`src/common/bdfs_pkg.sv`:
```
// Constants and state encoding for the buck drive fault sequencer
// Operation
// RULE1: Soft-start keeps low-side off until first high-side pulse, then complements high-side.
// RULE2: Normal mode turns low-side off at cycle start, on when high-side ends.
// RULE3: Overvoltage keeps low-side on; off at cycle start only for nonzero duty.
// RULE4: Modulator never starts unless the ramp reached about 1 V within one cycle.
// RULE5: Start at programmed supply level; stop below a level 20% lower.
// RULE6: Start-up regulates to lower of shifted ramp or 700 mV; then reference only.
// RULE7: Overcurrent ends the pulse at once; high-side stays off until next cycle.
// RULE8: Pull limit sense node down before turn-on; release on switch rise or timeout.
// RULE9: Overcurrent detection is blanked from turn-on until the sense node is released.
// RULE10: Fault counter increments per overcurrent cycle, decrements per clean cycle.
// RULE11: Counter reaching 7 declares a fault and turns both gate drives off.
// RULE12: Fault runs seven soft-start cycles with gates idle and modulator disabled.
// RULE13: In hiccup decrement once per soft-start cycle; at zero restart normally.
// RULE14: Persisting overcurrent after restart counts seven pulses and re-enters hiccup.
// RULE15: Soft-start node below 250 mV shuts down with both gate drives low.
// RULE16: Fault counter saturates at zero and never goes below it.
package bdfs_pkg;
  localparam int CLK_MHZ = 200;
  // Sense release timeout, longest time, so cycles round down
  localparam int BLANK_TIMEOUT_NS = 200;
  localparam int BLANK_CYC = (BLANK_TIMEOUT_NS * CLK_MHZ) / 1000;
  localparam logic [7:0] BLANK_CYC_W = BLANK_CYC[7:0];
  localparam logic [2:0] FAULT_LIMIT = 3'h7;
  localparam logic [2:0] FAULT_ZERO = 3'h0;
  localparam int NUM_PINS = 10;
  // Pin vector positions
  localparam int P_START = 0;
  localparam int P_STOP = 1;
  localparam int P_SS_LOW = 2;
  localparam int P_RAMP = 3;
  localparam int P_LIMIT_SENSE_NODE = 4;
  localparam int P_SWHI = 5;
  localparam int P_PWMEND = 6;
  localparam int P_SSREF = 7;
  localparam int P_OVP = 8;
  localparam int P_SSDONE = 9;
  typedef enum logic [2:0] {
    ST_OFF = 3'b000,
    ST_SOFT = 3'b001,
    ST_NORM = 3'b010,
    ST_OVP = 3'b011,
    ST_HICCUP = 3'b100
  } bdfs_state_t;
endpackage

```
`src/bdfs_sync.sv`:
```
// Three-stage pin synchroniser with agreement filter
`timescale 1ns/10ps
module bdfs_sync #(
  parameter int WIDTH = 1
) (
  input wire logic core_clk,
  input wire logic nrst,
  input wire logic [WIDTH-1:0] pin_in,
  output logic [WIDTH-1:0] stable_out
);
  logic [WIDTH-1:0] s1_reg;
  logic [WIDTH-1:0] s2_reg;
  logic [WIDTH-1:0] s3_reg;
  logic [WIDTH-1:0] stable_next;

  // Each bit updates only when stages two and three agree; stage one feeds stage two alone
  assign stable_next = (s2_reg & ~(s2_reg ^ s3_reg)) | (stable_out & (s2_reg ^ s3_reg));

  // Shift chain
  always_ff @(posedge core_clk or negedge nrst) begin
    if (!nrst) begin
      s1_reg <= '0;
      s2_reg <= '0;
      s3_reg <= '0;
      stable_out <= '0;
    end else begin
      s1_reg <= pin_in;
      s2_reg <= s1_reg;
      s3_reg <= s2_reg;
      stable_out <= stable_next;
    end
  end
endmodule // bdfs_sync

```
`src/bdfs_core.sv`:
```
// Gate-drive sequencer: soft-start, lockout, blanking, overcurrent and hiccup fault logic
`timescale 1ns/10ps
module bdfs_core (
  input wire logic core_clk,
  input wire logic nrst,
  input wire logic cycle_start,
  input wire logic duty_nonzero,
  input wire logic supply_above_start,
  input wire logic supply_above_stop,
  input wire logic ss_below_shutdown,
  input wire logic ramp_reached,
  input wire logic limit_trip,
  input wire logic switch_node_high,
  input wire logic pwm_compare_end,
  input wire logic ss_above_ref,
  input wire logic overvoltage,
  input wire logic ss_cycle_done,
  output logic high_side_gate_drive,
  output logic low_side_gate_drive,
  output logic limit_sense_pulldown,
  output logic use_ss_ramp,
  output logic fault_active,
  output logic pwm_enable,
  output logic [2:0] fault_count
);
  logic [bdfs_pkg::NUM_PINS-1:0] pins_raw;
  logic [bdfs_pkg::NUM_PINS-1:0] pins;
  bdfs_pkg::bdfs_state_t state_reg, state_next;
  logic run_reg, run_next;
  logic ramp_seen_reg, ramp_good_reg;
  logic first_pulse_reg, oc_cycle_reg, ssdone_d_reg;
  logic [7:0] blank_cnt_reg;
  logic hs_next, ls_next, pd_next;
  logic [2:0] cnt_next;

  assign pins_raw = {ss_cycle_done, overvoltage, ss_above_ref, pwm_compare_end, switch_node_high,
                     limit_trip, ramp_reached, ss_below_shutdown, supply_above_stop, supply_above_start};

  bdfs_sync #(.WIDTH(bdfs_pkg::NUM_PINS)) u_sync (
    .core_clk(core_clk),
    .nrst(nrst),
    .pin_in(pins_raw),
    .stable_out(pins)
  );

  // Decoded conditions
  wire shutdown = pins[bdfs_pkg::P_SS_LOW] | ~run_next; // RULE15
  wire active = (state_reg == bdfs_pkg::ST_SOFT) | (state_reg == bdfs_pkg::ST_NORM)
                | (state_reg == bdfs_pkg::ST_OVP);
  wire pulse_start = active & cycle_start & ramp_good_reg & duty_nonzero & pwm_enable; // RULE4
  wire release_now = limit_sense_pulldown & (pins[bdfs_pkg::P_SWHI]
                     | (blank_cnt_reg >= bdfs_pkg::BLANK_CYC_W)); // RULE8
  wire oc_event = high_side_gate_drive & ~limit_sense_pulldown & pins[bdfs_pkg::P_LIMIT_SENSE_NODE]; // RULE9
  wire hs_end = high_side_gate_drive & (oc_event | pins[bdfs_pkg::P_PWMEND]); // RULE7
  wire ssdone_pulse = pins[bdfs_pkg::P_SSDONE] & ~ssdone_d_reg;
  wire count_step = active & cycle_start;
  wire [2:0] cnt_up = fault_count + 3'h1;
  wire [2:0] cnt_dn = (fault_count == bdfs_pkg::FAULT_ZERO) ? bdfs_pkg::FAULT_ZERO : fault_count - 3'h1; // RULE16

  // Lockout with hysteresis: start level sets, the lower stop level clears
  always_comb begin
    run_next = run_reg;
    if (pins[bdfs_pkg::P_START]) begin
      run_next = 1'b1; // RULE5
    end else if (!pins[bdfs_pkg::P_STOP]) begin
      run_next = 1'b0; // RULE5
    end
  end

  // Fault counter
  always_comb begin
    cnt_next = fault_count;
    if (shutdown) begin
      cnt_next = bdfs_pkg::FAULT_ZERO;
    end else if (count_step) begin
      cnt_next = (oc_cycle_reg | oc_event) ? cnt_up : cnt_dn; // RULE10
    end else if (state_reg == bdfs_pkg::ST_HICCUP && ssdone_pulse) begin
      cnt_next = cnt_dn; // RULE13
    end
  end

  // Mode sequencing
  always_comb begin
    state_next = state_reg;
    case (state_reg)
      bdfs_pkg::ST_OFF: begin
        if (!shutdown) state_next = bdfs_pkg::ST_SOFT;
      end
      bdfs_pkg::ST_SOFT: begin
        if (pins[bdfs_pkg::P_SSREF]) state_next = bdfs_pkg::ST_NORM; // RULE6
      end
      bdfs_pkg::ST_NORM: begin
        if (pins[bdfs_pkg::P_OVP]) state_next = bdfs_pkg::ST_OVP;
      end
      bdfs_pkg::ST_OVP: begin
        if (!pins[bdfs_pkg::P_OVP]) state_next = bdfs_pkg::ST_NORM;
      end
      bdfs_pkg::ST_HICCUP: begin
        if (cnt_next == bdfs_pkg::FAULT_ZERO) state_next = bdfs_pkg::ST_SOFT; // RULE13 RULE14
      end
      default: state_next = bdfs_pkg::ST_OFF;
    endcase
    if (active && cnt_next == bdfs_pkg::FAULT_LIMIT) begin
      state_next = bdfs_pkg::ST_HICCUP; // RULE11
    end
    if (shutdown) begin
      state_next = bdfs_pkg::ST_OFF; // RULE15
    end
  end

  // Gate drives; the low side is never on while the high side is
  always_comb begin
    hs_next = high_side_gate_drive;
    pd_next = limit_sense_pulldown;
    ls_next = low_side_gate_drive;
    if (pulse_start) begin
      hs_next = 1'b1;
      pd_next = 1'b1; // RULE8
    end else if (hs_end || cycle_start) begin
      hs_next = 1'b0; // RULE7
    end
    if (release_now && !pulse_start) pd_next = 1'b0; // RULE8
    case (state_next)
      bdfs_pkg::ST_SOFT: ls_next = (first_pulse_reg | pulse_start) & ~hs_next; // RULE1
      bdfs_pkg::ST_NORM: begin
        if (cycle_start) ls_next = 1'b0; // RULE2
        else if (hs_end) ls_next = 1'b1; // RULE2
      end
      bdfs_pkg::ST_OVP: begin
        if (cycle_start) ls_next = ~pulse_start; // RULE3
        else if (hs_end || !hs_next) ls_next = 1'b1; // RULE3
      end
      default: ls_next = 1'b0;
    endcase
    if (hs_next) ls_next = 1'b0;
    if (state_next == bdfs_pkg::ST_OFF || state_next == bdfs_pkg::ST_HICCUP) begin
      hs_next = 1'b0; // RULE11 RULE12 RULE15
      ls_next = 1'b0; // RULE11 RULE12 RULE15
      pd_next = 1'b0;
    end
  end

  // Main state and output flops
  always_ff @(posedge core_clk or negedge nrst) begin
    if (!nrst) begin
      state_reg <= bdfs_pkg::ST_OFF;
      run_reg <= 1'b0;
      fault_count <= bdfs_pkg::FAULT_ZERO;
      high_side_gate_drive <= 1'b0;
      low_side_gate_drive <= 1'b0;
      limit_sense_pulldown <= 1'b0;
    end else begin
      state_reg <= state_next;
      run_reg <= run_next;
      fault_count <= cnt_next;
      high_side_gate_drive <= hs_next;
      low_side_gate_drive <= ls_next;
      limit_sense_pulldown <= pd_next;
    end
  end

  // Status outputs; modulator stays disabled for the whole hiccup
  always_ff @(posedge core_clk or negedge nrst) begin
    if (!nrst) begin
      fault_active <= 1'b0;
      pwm_enable <= 1'b0;
      use_ss_ramp <= 1'b1;
    end else begin
      fault_active <= (state_next == bdfs_pkg::ST_HICCUP); // RULE11
      pwm_enable <= (state_next == bdfs_pkg::ST_SOFT) | (state_next == bdfs_pkg::ST_NORM)
                    | (state_next == bdfs_pkg::ST_OVP); // RULE12
      use_ss_ramp <= (state_next == bdfs_pkg::ST_SOFT) & ~pins[bdfs_pkg::P_SSREF]; // RULE6
    end
  end

  // Ramp amplitude check: seen during one cycle qualifies the start one boundary after the one that ends it
  always_ff @(posedge core_clk or negedge nrst) begin
    if (!nrst) begin
      ramp_seen_reg <= 1'b0;
      ramp_good_reg <= 1'b0;
    end else if (cycle_start) begin
      ramp_good_reg <= ramp_seen_reg | pins[bdfs_pkg::P_RAMP]; // RULE4
      ramp_seen_reg <= 1'b0;
    end else if (pins[bdfs_pkg::P_RAMP]) begin
      ramp_seen_reg <= 1'b1;
    end
  end

  // Per-cycle bookkeeping: blanking timer, overcurrent flag, first pulse, edge detect
  always_ff @(posedge core_clk or negedge nrst) begin
    if (!nrst) begin
      blank_cnt_reg <= 8'h00;
      oc_cycle_reg <= 1'b0;
      first_pulse_reg <= 1'b0;
      ssdone_d_reg <= 1'b0;
    end else begin
      ssdone_d_reg <= pins[bdfs_pkg::P_SSDONE];
      blank_cnt_reg <= pd_next ? ((pulse_start) ? 8'h00 : blank_cnt_reg + 8'h01) : 8'h00;
      // A shutdown clears the count, so a stale overcurrent flag must not survive it
      oc_cycle_reg <= (count_step | shutdown) ? 1'b0 : (oc_cycle_reg | oc_event); // RULE10
      if (state_next != bdfs_pkg::ST_SOFT) first_pulse_reg <= 1'b0;
      else if (pulse_start) first_pulse_reg <= 1'b1; // RULE1
    end
  end
endmodule // bdfs_core

```
`config.mk`:
```
export PLATFORM = sky130hd
export DESIGN_NAME = bdfs_core
export DESIGN_NICKNAME = d
export VERILOG_FILES = /design/src/common/bdfs_pkg.sv /design/src/bdfs_sync.sv /design/src/bdfs_core.sv
export SDC_FILE = /design/constraint.sdc
export NUM_CORES = 1
export LEC_CHECK = 0
export BUFFER_PORTS_ARGS = -buffer_cell sky130_fd_sc_hd__buf_2
export CORE_UTILIZATION = 35
export DETAILED_ROUTE_END_ITERATION = 10
export PLACE_DENSITY = 0.55
export RECOVER_POWER = 100
export SLEW_MARGIN = 25
export SYNTH_ARGS = -nofsm -noshare
export SYNTH_HDL_FRONTEND = slang
export SYNTH_SLANG_ARGS = --single-unit
```
`constraint.sdc`:
```
create_clock -name core_clk -period 2.8 [get_ports core_clk]
set_clock_uncertainty 0.15 [all_clocks]
set_input_delay 0.28 -clock core_clk [delete_from_list [all_inputs] [get_ports core_clk]]
set_output_delay 0.28 -clock core_clk [all_outputs]
set_load 0.05 [all_outputs]
```
### Word level (Yosys, flattened, before mapping)

Index checks and enable logic that the tools add are counted.

| word-level totals | value |
|---|---|
| logic and storage cells | 117 |
| input port bits | 14 |
| register bits | 66 |

| cells by class | value |
|---|---|
| $lt $le $gt $ge | 1 |
| bitwise logic cells | 33 |
| eq/ne operators | 12 |
| add/sub/neg operators | 3 |
| reductions and logical operators | 15 |
| mux-type cells | 34 |

Operators with widths:

| cell | number |
|---|---|
| $mux W3 | 11 |
| $and A10 B10 Y10 | 2 |
| $mux W1 | 19 |
| $mux W8 | 2 |
| $pmux W3 S5 | 1 |
| $eq A3 B2 Y1 const B | 4 |
| $logic_not A3 Y1 | 4 |
| $and A1 B1 Y1 | 11 |
| $or A1 B1 Y1 | 11 |
| $ne A5 B5 Y1 const B | 2 |
| $not A10 Y10 | 1 |
| $or A10 B10 Y10 | 1 |
| $xor A10 B10 Y10 | 1 |
| $eq A3 B3 Y1 const B | 3 |
| $add A8 B1 Y8 const B | 1 |
| $ge A8 B6 Y1 const B | 1 |
| $eq A3 B1 Y1 const B | 2 |
| $not A1 Y1 | 6 |
| $reduce_bool A2 Y1 | 2 |
| $add A3 B1 Y3 const B | 1 |
| $logic_and A1 B1 Y1 | 3 |
| $logic_or A1 B1 Y1 | 3 |
| $ne A3 B1 Y1 const B | 1 |
| $pmux W1 S3 | 1 |
| other kinds (3) | 4 |

### Depth between registers and ports, before layout

Gate-level depths: netlist (run 1).

| logic depth | value |
|---|---|
| depth in word-level cells | 16 |
| gate-level depth with buffers | 10 |

### Cells and area by module

A second synthesis (run 1) with hierarchy kept.

| second synthesis, totals | value |
|---|---|
| cells, all modules | 181 |
| area total of the unflattened synthesis | 2454.9 um^2 |

Modules (own cells, without submodules):

| module | area an instance (um^2) | cells each | times used | seq. area each (um^2) |
|---|---|---|---|---|
| bdfs_core | 1341.3 | 131 | 1 | 651.9 |
| bdfs_sync | 1113.6 | 50 | 1 | 1001.0 |

### Least setup slack after synthesis (run 1)

OpenSTA, ideal clock, no wires.

| timing path | value |
|---|---|
| kind | register -> register |
| from | register fault_count[0] |
| to | register blank_cnt_reg[0] |
| setup time | 0.138 ns |
| stages on the path, launching flop included | 10 |
| path slack | 0.215 ns |
| required time | 2.512 ns |
| path buffers | 1 |
| arrival time | 2.297 ns |
| path through | dfrtp_1 inv_1 ha_1 mux2i_1 nand4_1 o2111ai_2 a21boi_1 nor4_2 buf_4 nor3_1 |

| between the ends | value |
|---|---|
| cells in the longest elaborated chain, start to end | 14 |

Ends and longest elaborated chain:

| what | RTL line | text |
|---|---|---|
| start: declaration | bdfs_core.sv:24 | `output logic [2:0] fault_count` |
| start signal: assignment | bdfs_core.sv:148 | `fault_count <= bdfs_pkg::FAULT_ZERO;` |
| start signal: assignment | bdfs_core.sv:155 | `fault_count <= cnt_next;` |
| $sub A3 B1 Y3 / $logic_not A3 Y1 (equally long branches) | bdfs_core.sv:58 | `wire [2:0] cnt_dn = (fault_count == bdfs_pkg::FAULT_ZERO) ? bdfs_pkg::FAULT_ZERO : fault_count - 3'h1;` |
| $mux W3 | bdfs_core.sv:58 |  |
| $mux W3, on equally long branches | bdfs_core.sv:77, bdfs_core.sv:76 |  |
| $mux W3 * | bdfs_core.sv:75 | `end else if (count_step) begin` |
| $mux W3 * | bdfs_core.sv:73 | `if (shutdown) begin` |
| $logic_not A3 Y1 | bdfs_core.sv:99 | `if (cnt_next == bdfs_pkg::FAULT_ZERO) state_next = bdfs_pkg::ST_SOFT;` |
| $mux W3 | bdfs_core.sv:99 |  |
| $pmux W3 S5 | bdfs_core.sv:85 | `case (state_reg)` |
| $mux W3 * | bdfs_core.sv:103 | `if (active && cnt_next == bdfs_pkg::FAULT_LIMIT) begin` |
| $mux W3 * | bdfs_core.sv:106 | `if (shutdown) begin` |
| $eq A3 B3 Y1 / $logic_not A3 Y1 (equally long branches) | bdfs_core.sv:136 | `if (state_next == bdfs_pkg::ST_OFF \|\| state_next == bdfs_pkg::ST_HICCUP) begin` |
| $logic_or A1 B1 Y1 * | bdfs_core.sv:136 |  |
| $mux W1 * | bdfs_core.sv:136 |  |
| $mux W8 * | bdfs_core.sv:198 | `blank_cnt_reg <= pd_next ? ((pulse_start) ? 8'h00 : blank_cnt_reg + 8'h01) : 8'h00;` |
| end signal: assignment | bdfs_core.sv:198 |  |
| end: declaration | bdfs_core.sv:32 | `logic [7:0] blank_cnt_reg;` |

Mark *: on every way between the ends. The rest lies on a longest branch, timed or not.
A chain may end at the register's enable or synchronous reset.

### Worst setup path after layout (run 1)

| timing path | value |
|---|---|
| from | register fault_count[0] |
| to | register blank_cnt_reg[3] |

Same word-level chain as after synthesis.

==> results of run 1 <==
[cells in the final DEF, fill, tap and decap left out, types with 2 or more instances in the layout]
master         instances
nor2_1                13
o21a_1                 3
xor2_1                 2
clkbuf_2               3
bufinv_16              3
nand2_1                3
clkinv_2               2
and3_1                 2
o21ai_0                7
nand3_1               11
nor3_1                 9
nor2b_1                3
nand4_1                2
maj3_1                10
xnor2_1                2
buf_2                 12
or2_2                  3
clkbuf_8               9
nor4_1                 2
ha_1                   6
clkbuf_1              10
inv_1                 11
clkinv_4               2
dlygate4sd3_1         11
dfrtp_1               65
conb_1                 2
nor4b_1                2
a21oi_1                8
[cell families after synthesis]
family          Yosys count  synth area share, %
compound gates           29                 10.1
xor+xnor                  4                 1.35
fa+ha+maj                16                 6.73
buf+inv                  15                 2.88
flops                    66                 63.5
mux                       1                0.384
other cells               1                0.144
simple gates             62                 14.9
[routing by layer]
layer	vias to the layer above	GRT usage [%]	part of all wire (%)
met1	760	18.0	48
met5	-	0	0
met4	0	7.48	2.3
li1	770	-	-
met2	36	19.3	45
met3	13	4.38	4.4
[cell type report]
class | count | area, µm²
Clock buffer | 9 | 124
Fill cell | 709 | 4060
Timing Repair Buffer | 36 | 223
Tap cell | 99 | 124
Multi-Input combinational cell | 114 | 873
Inverter | 11 | 41.3
Clock inverter | 7 | 118
Sequential cell | 66 | 1650
[timing repair]
item	in CTS	in global routing
hold buffers	11	0
buffers inserted	0	0
endpoints found under the hold margin	33	0
[stage by stage]
stage	util, %	setup slack [ns]
2_1_floorplan	-	0.215
3_3_place_gp	39.2	0.326
3_5_place_dp	39.2	0.294
4_1_cts	44.1	0.278
5_1_grt	43.7	0.0398
6_report	43.7	0.249
[how the worst min path moves through the flow]
stage,endpoint,depth (start not counted),slack [ns],from
2_1_floorplan,asynchronous set/reset pin,0,-0.17,nrst
3_3_place_gp,u_sync.s1_reg[0],1,0.17,nrst
3_5_place_dp,u_sync.s1_reg[0],1,0.17,nrst
4_1_cts,ramp_seen_reg,2,0.03,cycle_start
5_1_grt,ramp_seen_reg,2,0.04,cycle_start
6_report,ramp_seen_reg,2,0.05,cycle_start
[power groups by stage]
| stage | Combinational [mW] | Clock (mW) | Sequential [mW] |
|---|---|---|---|
| floorplan | 0.0891 | 0 | 1.06 |
| global placement | 0.151 | 0 | 1.05 |
| detailed placement | 0.152 | 0 | 1.05 |
| CTS | 0.165 | 0.980 | 1.04 |
| global route | 0.176 | 1.03 | 1.04 |
| finish | 0.158 | 0.949 | 1.04 |
==> impl_metrics.toml, run 1 <==
[cells_and_area]
fin_nets = 258
stdcell_count = 342
fin_area_um2 = 3160
n_antenna_cell = 0
drive_gt1_share_pct = 21.0
syn2layout_area_growth_pct = 21.2

[clock_tree]
htreeDepth = 3
max-clock-path-buffers = 2
cts_buffers = 9
cts-root-buf = "clkbuf_8"
tritoncts = "done"
worstSkewPairLatency_ns = 0.34
clkTransAtPathRegs_ns = 0.07
cts_resized = 0
numClockSinks = 66

[worst_setup_path]
cp_num_buf_inv = 2
crit_path_end = "blank_cnt_reg[3]"
crit_family = "compound AO/OA/AOI/OAI gates"
crit_required_ns = 2.89
r2r_slack_ns = 0.25
cp-startpoint = "fault_count[0]"
crit_chain = "inv_1 -> ha_1 -> mux2i_1 -> nand4_1 -> o2111ai_1 -> a21boi_1 -> nor4_2 -> clkbuf_2 -> nor4bb_2"
critPathMaxFanout = 12
timing.rr.end = "blank_cnt_reg[3]"
slowest_delay_ns = 0.45
critPathKind = "flip-flop to flip-flop"
reg2reg_depth = 9
start_kind = "flip-flop"
worstSetupPathDepth = 9
reg2reg_from = "fault_count[0]"
cpMaxStageDelayCell = "dfrtp_1"
arrival_ns = 2.65
endpoint_kind = "flip-flop"

[placement]
gp_congestion = 0.827
portBuffers = 22
place_area_um2 = 2830
dp_hpwl_mm = 3.07
dp_cells = 315

[global_routing]
grt_pass1_vias = 1558
antenna_found_initial = 0
grt_usage_pct = 13.4
grt_max_degree = 27
grt-ovfl-total = 0
grt_pass1_wl_mm = 7.48

[power_and_ir_drop]
switching_share_pct = 22.9
peakVddDrop_mv = 0.341
power.switching_mw = 0.490
p_int_mw = 1.65
leakage_nw = 1.37
power_density_nw_per_um2 = 679
seq_power_share_pct = 48.3
pwr-share-clk_pct = 44.3
finalPower_mw = 2.14
combPwrFrac_pct = 7.4

[floorplanning]
pin_count = 23
die_x_um = 88.3
coreArea_um2 = 7210
die_h_um = 88.3
rows = 31
die_area_um2 = 7790
start_util_pct = 36.1

[logic_synthesis]
synth_area_leaders = "dfrtp_1, maj3_1, ha_1"
synthFlopType = "dfrtp_1"
synth-seq-cells = 66
yosysWarnings = 0
synth_top_area_cell = "dfrtp_1"
syn_inst = 194
synth_edf_count = 0
yosys-top-cells-count = "dfrtp_1, nor2_1, inv_1, nand3_1, maj3_1"
synth.avg_cell_area_um2 = 13.4
synth_most_common_cell = "dfrtp_1"
syn-cell-area_um2 = 2600
seq_area_frac_synth_pct = 63.5
yosysUniqueCellTypes = 47
synth_top_area_share_pct = 62.5
async_flop_share_pct = 100

[drt]
viasPerCell = 4.62
vias = 1579
postRouteAntennaNets = 0
wire_per_inst_um = 12.9
dr.pass1.iters = 4
route.detailed.drc = 0
routed_wl_mm = 4.41
drt_iter0_drc = 111

[timing]
holdWs_ns = 0.0465
slew_viol_final = 0
min_period_ns = 2.55
hold_viol = 0
fin_setup_tns_ns = 0
rsz0062_at_grt = "false"
relSlewSlack_pct = 7.36
post-route-period-util_pct = 91.1
finalSetupViolCount = 0
worst_slew_pin_slew_ns = 1.39
fmax_mhz = 392

[run_status]
status = "finished clean"

[run]
drv_cap = 0

[worst_hold_path]
min-delay-path-class = "input port to flip-flop"
No activity file was read; power rests on OpenSTA's default activity.
==> inputs of run 2 (changes only) <==
- clock period: 2.8 -> 2.45 ns (I/O delays scaled with it)
==> impl_metrics.toml, run 2 (same netlist as run 1, synthesis figures left out) <==
[drt]
vias = 1652
drt_iter0_drc = 89
dr.pass1.iters = 4
routed_wl_mm = 4.73
postRouteAntennaNets = 0
viasPerCell = 4.63
wire_per_inst_um = 13.2
route.detailed.drc = 0

[timing]
worst_slew_pin_slew_ns = 1.29
post-route-period-util_pct = 97.0
fmax_mhz = 421
slew_viol_final = 0
finalSetupViolCount = 0
min_period_ns = 2.38
hold_viol = 0
relSlewSlack_pct = 14.3
fin_setup_tns_ns = 0

[clock_tree]
cts-root-buf = "clkbuf_8"
htreeDepth = 3
worstSkewPairLatency_ns = 0.33
tritoncts = "done"
max-clock-path-buffers = 2
numClockSinks = 66
clkTransAtPathRegs_ns = 0.07
cts_buffers = 9

[placement]
gp_congestion = 0.778
dp_hpwl_mm = 3.06
dp_cells = 324
portBuffers = 22

[worst_setup_path]
cpMaxStageDelayCell = "dlygate4sd3_1"
timing.rr.end = "blank_cnt_reg[3]"
critPathKind = "input port to flip-flop"
critPathMaxFanout = 12
reg2reg_depth = 10
start_kind = "input port"
crit_chain = "dlygate4sd3_1 -> buf_2 -> and2b_4 -> nand2_8 -> nor2_1 -> o311ai_4 -> buf_6 -> nor4_4 -> buf_12 -> nor4bb_4"
arrival_ns = 2.46
worstSetupPathDepth = 10
crit_required_ns = 2.54
crit_family = "buffers and inverters"
reg2reg_from = "fault_count[1]"
slowest_delay_ns = 0.52
r2r_slack_ns = 0.11
cp_num_buf_inv = 4
endpoint_kind = "flip-flop"

[floorplanning]
pin_count = 23
die_x_um = 88.3
die_h_um = 88.3
rows = 31
coreArea_um2 = 7210
start_util_pct = 36.1
die_area_um2 = 7790

[run]
drv_cap = 0

[global_routing]
grt_usage_pct = 13.3
grt_pass1_vias = 1625
grt_max_degree = 27
antenna_found_initial = 0
grt_pass1_wl_mm = 7.64
grt-ovfl-total = 0

[run_status]
status = "finished clean"

[cells_and_area]
stdcell_count = 357
fin_nets = 273
mostFrequentLayoutCell = "dfrtp_1"
mostFrequentLayoutCells = "dfrtp_1, nor2_1, dlygate4sd3_1, buf_2"
drive_gt1_share_pct = 27.9
syn2layout_area_growth_pct = 31.2
n_antenna_cell = 0

[worst_hold_path]
min-delay-path-class = "flip-flop to flip-flop"
hold_depth = 0
hp-start = "u_sync.s1_reg[0]"
min_to = "u_sync.s2_reg[0]"

[power_and_ir_drop]
peakVddDrop_mv = 0.413
leakage_nw = 1.50
finalPower_mw = 2.42
power_density_nw_per_um2 = 707
==> run 2: through the flow <==
stage	utilization [%]	hold WS [ns]	setup slack, ns	cell area, µm²
floorplan	-	-0.201	0.0483	2610
global placement	40.4	0.116	0.0281	2910
detailed placement	40.4	0.113	0.00589	2910
CTS	45.4	0.201	-0.0119	3280
global route	47.4	0.207	-0.0439	3420
finish	47.4	0.200	0.0729	3420
==> run 2: area by class of cell <==
class | instances | area (µm²)
Clock buffer | 10 | 138
Clock inverter | 6 | 90.1
Fill cell | 701 | 3800
Inverter | 11 | 41.3
Multi-Input combinational cell | 115 | 1000
Sequential cell | 66 | 1660
Tap cell | 99 | 124
Timing Repair Buffer | 50 | 364
==> run 2: worst register-to-register path, stage by stage, from the launching register on <==
cell,delay (ns)
dfrtp_2,0.42
inv_1,0.10
ha_4,0.16
inv_1,0.04
ha_1,0.18
nand4_1,0.11
o211ai_2,0.11
a311oi_4,0.28
buf_6,0.19
a41oi_4,0.17
nor4bb_4,0.33
==> run 2: how the worst max path moves through the flow <==
stage                         startpoint  slack (ns)          endpoint
finish                       cycle_start        0.07  blank_cnt_reg[3]
detailed placement        fault_count[0]       0.006       use_ss_ramp
global placement          fault_count[1]        0.03       use_ss_ramp
floorplan           limit_sense_pulldown        0.05       use_ss_ramp
CTS                       fault_count[0]       -0.01       use_ss_ramp
global route              fault_count[0]       -0.04  blank_cnt_reg[3]
==> run 2: timing repair <==
item | CTS | global route
pin swaps | 0 | 7
setup buffers | 0 | 5
hold buffers | 12 | 0
resized for setup | 2 | 15
gates cloned | 0 | 1
endpoints found under the setup margin | 1 | 15
hold endpoints to repair | 33 | 0
==> run 2: metal layers <==
| layer | up-vias | track usage, % | routed length (µm) |
|---|---|---|---|
| met2 | 25 | 20.0 | 2200 |
| met3 | 8 | 3.08 | 128 |
| met5 | - | 0 | 0 |
| met1 | 815 | 18.0 | 2340 |
| li1 | 804 | - | - |
| met4 | 0 | 7.18 | 66 |
==> run 2: report_power, final <==
group | leakage [nW] | switching, mW | internal (mW)
Clock | 0.112 | 0.422 | 0.602
Combinational | 0.583 | 0.130 | 0.0770
Sequential | 0.805 | 0.0331 | 1.15
==> inputs of run 3 (changes only) <==
- ABC_AREA: unset -> 1
- CORE_MARGIN: unset -> 1
==> impl_metrics.toml, run 3 <==
[power_and_ir_drop]
p_int_mw = 1.79
pwr-share-clk_pct = 39.0
seq_power_share_pct = 50.5
combPwrFrac_pct = 10.5
peakVddDrop_mv = 0.460
power_density_nw_per_um2 = 769
finalPower_mw = 2.36
switching_share_pct = 24.1
leakage_nw = 1.43
power.switching_mw = 0.568

[run_status]
status = "finished, violations left"
violations = "max-capacitance violations, max-slew violations"

[global_routing]
met2_usage_pct = 18.8
grt_pass1_vias = 1529
grt_pass1_wl_mm = 6.84
grt_max_degree = 41
grt_usage_pct = 12.6
grt_use_met3_pct = 4.29
top_usage_layer = "met2"
grt-ovfl-total = 0
antenna_found_initial = 0
use_met1_pct = 15.9

[clock_tree]
worstSkewPairLatency_ns = 0.32
cts_resized = 0
tritoncts = "done"
cts_buffers = 9
clkTransAtPathRegs_ns = 0.07
max-clock-path-buffers = 2
cts-root-buf = "clkbuf_8"
htreeDepth = 3
numClockSinks = 66

[logic_synthesis]
synth.avg_cell_area_um2 = 12.0
syn_inst = 210
synth_top_area_share_pct = 64.7
synth_edf_count = 0
synth_area_leaders = "dfrtp_1, maj3_1, nand2_1"
synthFlopType = "dfrtp_1"
syn-cell-area_um2 = 2510
yosysWarnings = 0
synth_most_common_cell = "dfrtp_1"
async_flop_share_pct = 100
synth-seq-cells = 66
yosys-top-cells-count = "dfrtp_1, nand2_1, inv_1"
synth_top_area_cell = "dfrtp_1"
yosysUniqueCellTypes = 30
seq_area_frac_synth_pct = 65.8

[floorplanning]
rows = 30
die_area_um2 = 7520
coreArea_um2 = 6870
start_util_pct = 36.6
die_h_um = 86.7
die_x_um = 86.7
pin_count = 23

[drt]
wire_per_inst_um = 11.0
viasPerCell = 4.12
route.detailed.drc = 0
postRouteAntennaNets = 0
routed_wl_mm = 3.94
drt_iter0_drc = 106
vias = 1475
dr.pass1.iters = 4

[cells_and_area]
utilization_pct = 44.7
mostFrequentLayoutCell = "dfrtp_1"
fin_nets = 277
stdcell_count = 358
drive_gt1_share_pct = 19.8
n_antenna_cell = 0
syn2layout_area_growth_pct = 22.2
mostFrequentLayoutCells = "dfrtp_1, nand2_1, inv_1"

[timing]
relSlewSlack_pct = -0.678
hold_viol = 0
fin_setup_tns_ns = 0
slew_viol_final = 27
rsz0062_at_grt = "false"
fmax_mhz = 464
post-route-period-util_pct = 88.0
finalSetupViolCount = 0
holdWs_ns = 0.0272
worst_slew_pin_slew_ns = 1.51
min_period_ns = 2.16

[worst_setup_path]
critPathMaxFanout = 6
critPathKind = "flip-flop to flip-flop"
r2r_slack_ns = 0.29
reg2reg_from = "fault_count[1]"
timing.rr.end = "blank_cnt_reg[1]"
start_kind = "flip-flop"
reg2reg_depth = 15
endpoint_kind = "flip-flop"
crit_required_ns = 2.51
cp-startpoint = "fault_count[1]"
arrival_ns = 2.22

[placement]
dp_hpwl_mm = 2.75
portBuffers = 22
gp_congestion = 0.840
dp_cells = 330

[run]
drv_cap = 1

[worst_hold_path]
min-delay-path-class = "input port to flip-flop"
hold_depth = 2
hp-start = "cycle_start"
min_to = "ramp_seen_reg"
## run 3: cell types whose count changed in the layout (fill, tap and decap cells not counted), sizes merged, moves of 3 or more
cell	change
nor3	-9
or2	-4
inv	+16
nand3	+9
nor2	+6
a21oi	-5
nand2	+31
buf	-12
nor2b	-3
o21ai	-5
nor4	-3
## run 3: cell type report
cell class / instances / area (µm²)
Fill cell: 649 / 3800
Sequential cell: 66 / 1650
Multi-Input combinational cell: 118 / 754
Timing Repair Buffer: 35 / 235
Clock buffer: 14 / 173
Tap cell: 96 / 120
Inverter: 27 / 101
Clock inverter: 2 / 35.0
## run 3: power by group through the flow
stage / clock [mW] / combinational [mW] / sequential (mW)
after floorplan: 0 / 0.131 / 1.24
after global placement: 0 / 0.239 / 1.21
after detailed placement: 0 / 0.240 / 1.22
after CTS: 0.955 / 0.254 / 1.20
after global routing: 1.01 / 0.279 / 1.20
final: 0.921 / 0.248 / 1.19
## run 3: worst max-delay path, stage by stage, from the launching register on
cell	delay, ns
dfrtp_1	0.40
inv_1	0.06
ha_1	0.21
ha_1	0.19
nor2_1	0.14
inv_1	0.06
nand3_1	0.08
nand2_1	0.05
nand2_1	0.07
nand2_2	0.08
nor2_2	0.14
a21boi_1	0.09
nand2_2	0.11
nand2_4	0.07
nand3_4	0.11
nor2_1	0.05
## run 3: logic make-up (layout without fill, tap and decap cells)
family                     count (synthesis)  in the layout  synth area share (%)
DFF                                       66             66                  65.8
xor gates and xnor gates                   4              4                  1.39
and+or+nand+nor                           83             83                  17.8
AOI/OAI and AO/OA                         13             13                  3.88
adders and majority gates                 16             16                  6.97
other                                      1              2                 0.149
buffers and inverters                     27             78                  4.03
## run 3: how the worst max path moves through the flow
stage / endpoint / slack [ns] / cells past startpoint
3_5_place_dp: use_ss_ramp / 0.24 / 13
3_3_place_gp: use_ss_ramp / 0.30 / 13
6_report: blank_cnt_reg[1] / 0.29 / 15
4_1_cts: blank_cnt_reg[5] / 0.22 / 15
2_1_floorplan: blank_cnt_reg[2] / 0.06 / 15
5_1_grt: blank_cnt_reg[1] / 0.05 / 15
## run 3: timing repair
action,CTS,global route
buffers inserted,0,1
endpoints found under the hold margin,35,0
endpoints found under the setup margin,0,1
hold buffers,11,0
## run 3: per-stage QoR
step	setup slack, ns	area [µm²]
5_1_grt	0.0520	3070
4_1_cts	0.222	3090
3_3_place_gp	0.297	2770
3_5_place_dp	0.242	2770
2_1_floorplan	0.0599	2520
6_report	0.295	3070
## run 3: metal layers
| metal | part of all wire, % | wire, µm | vias up |
|---|---|---|---|
| met5 | 0 | 0 | - |
| met4 | 1.6 | 61 | 0 |
| met3 | 2.5 | 98 | 5 |
| met2 | 44 | 1730 | 20 |
| met1 | 52 | 2040 | 687 |
| li1 | - | - | 763 |
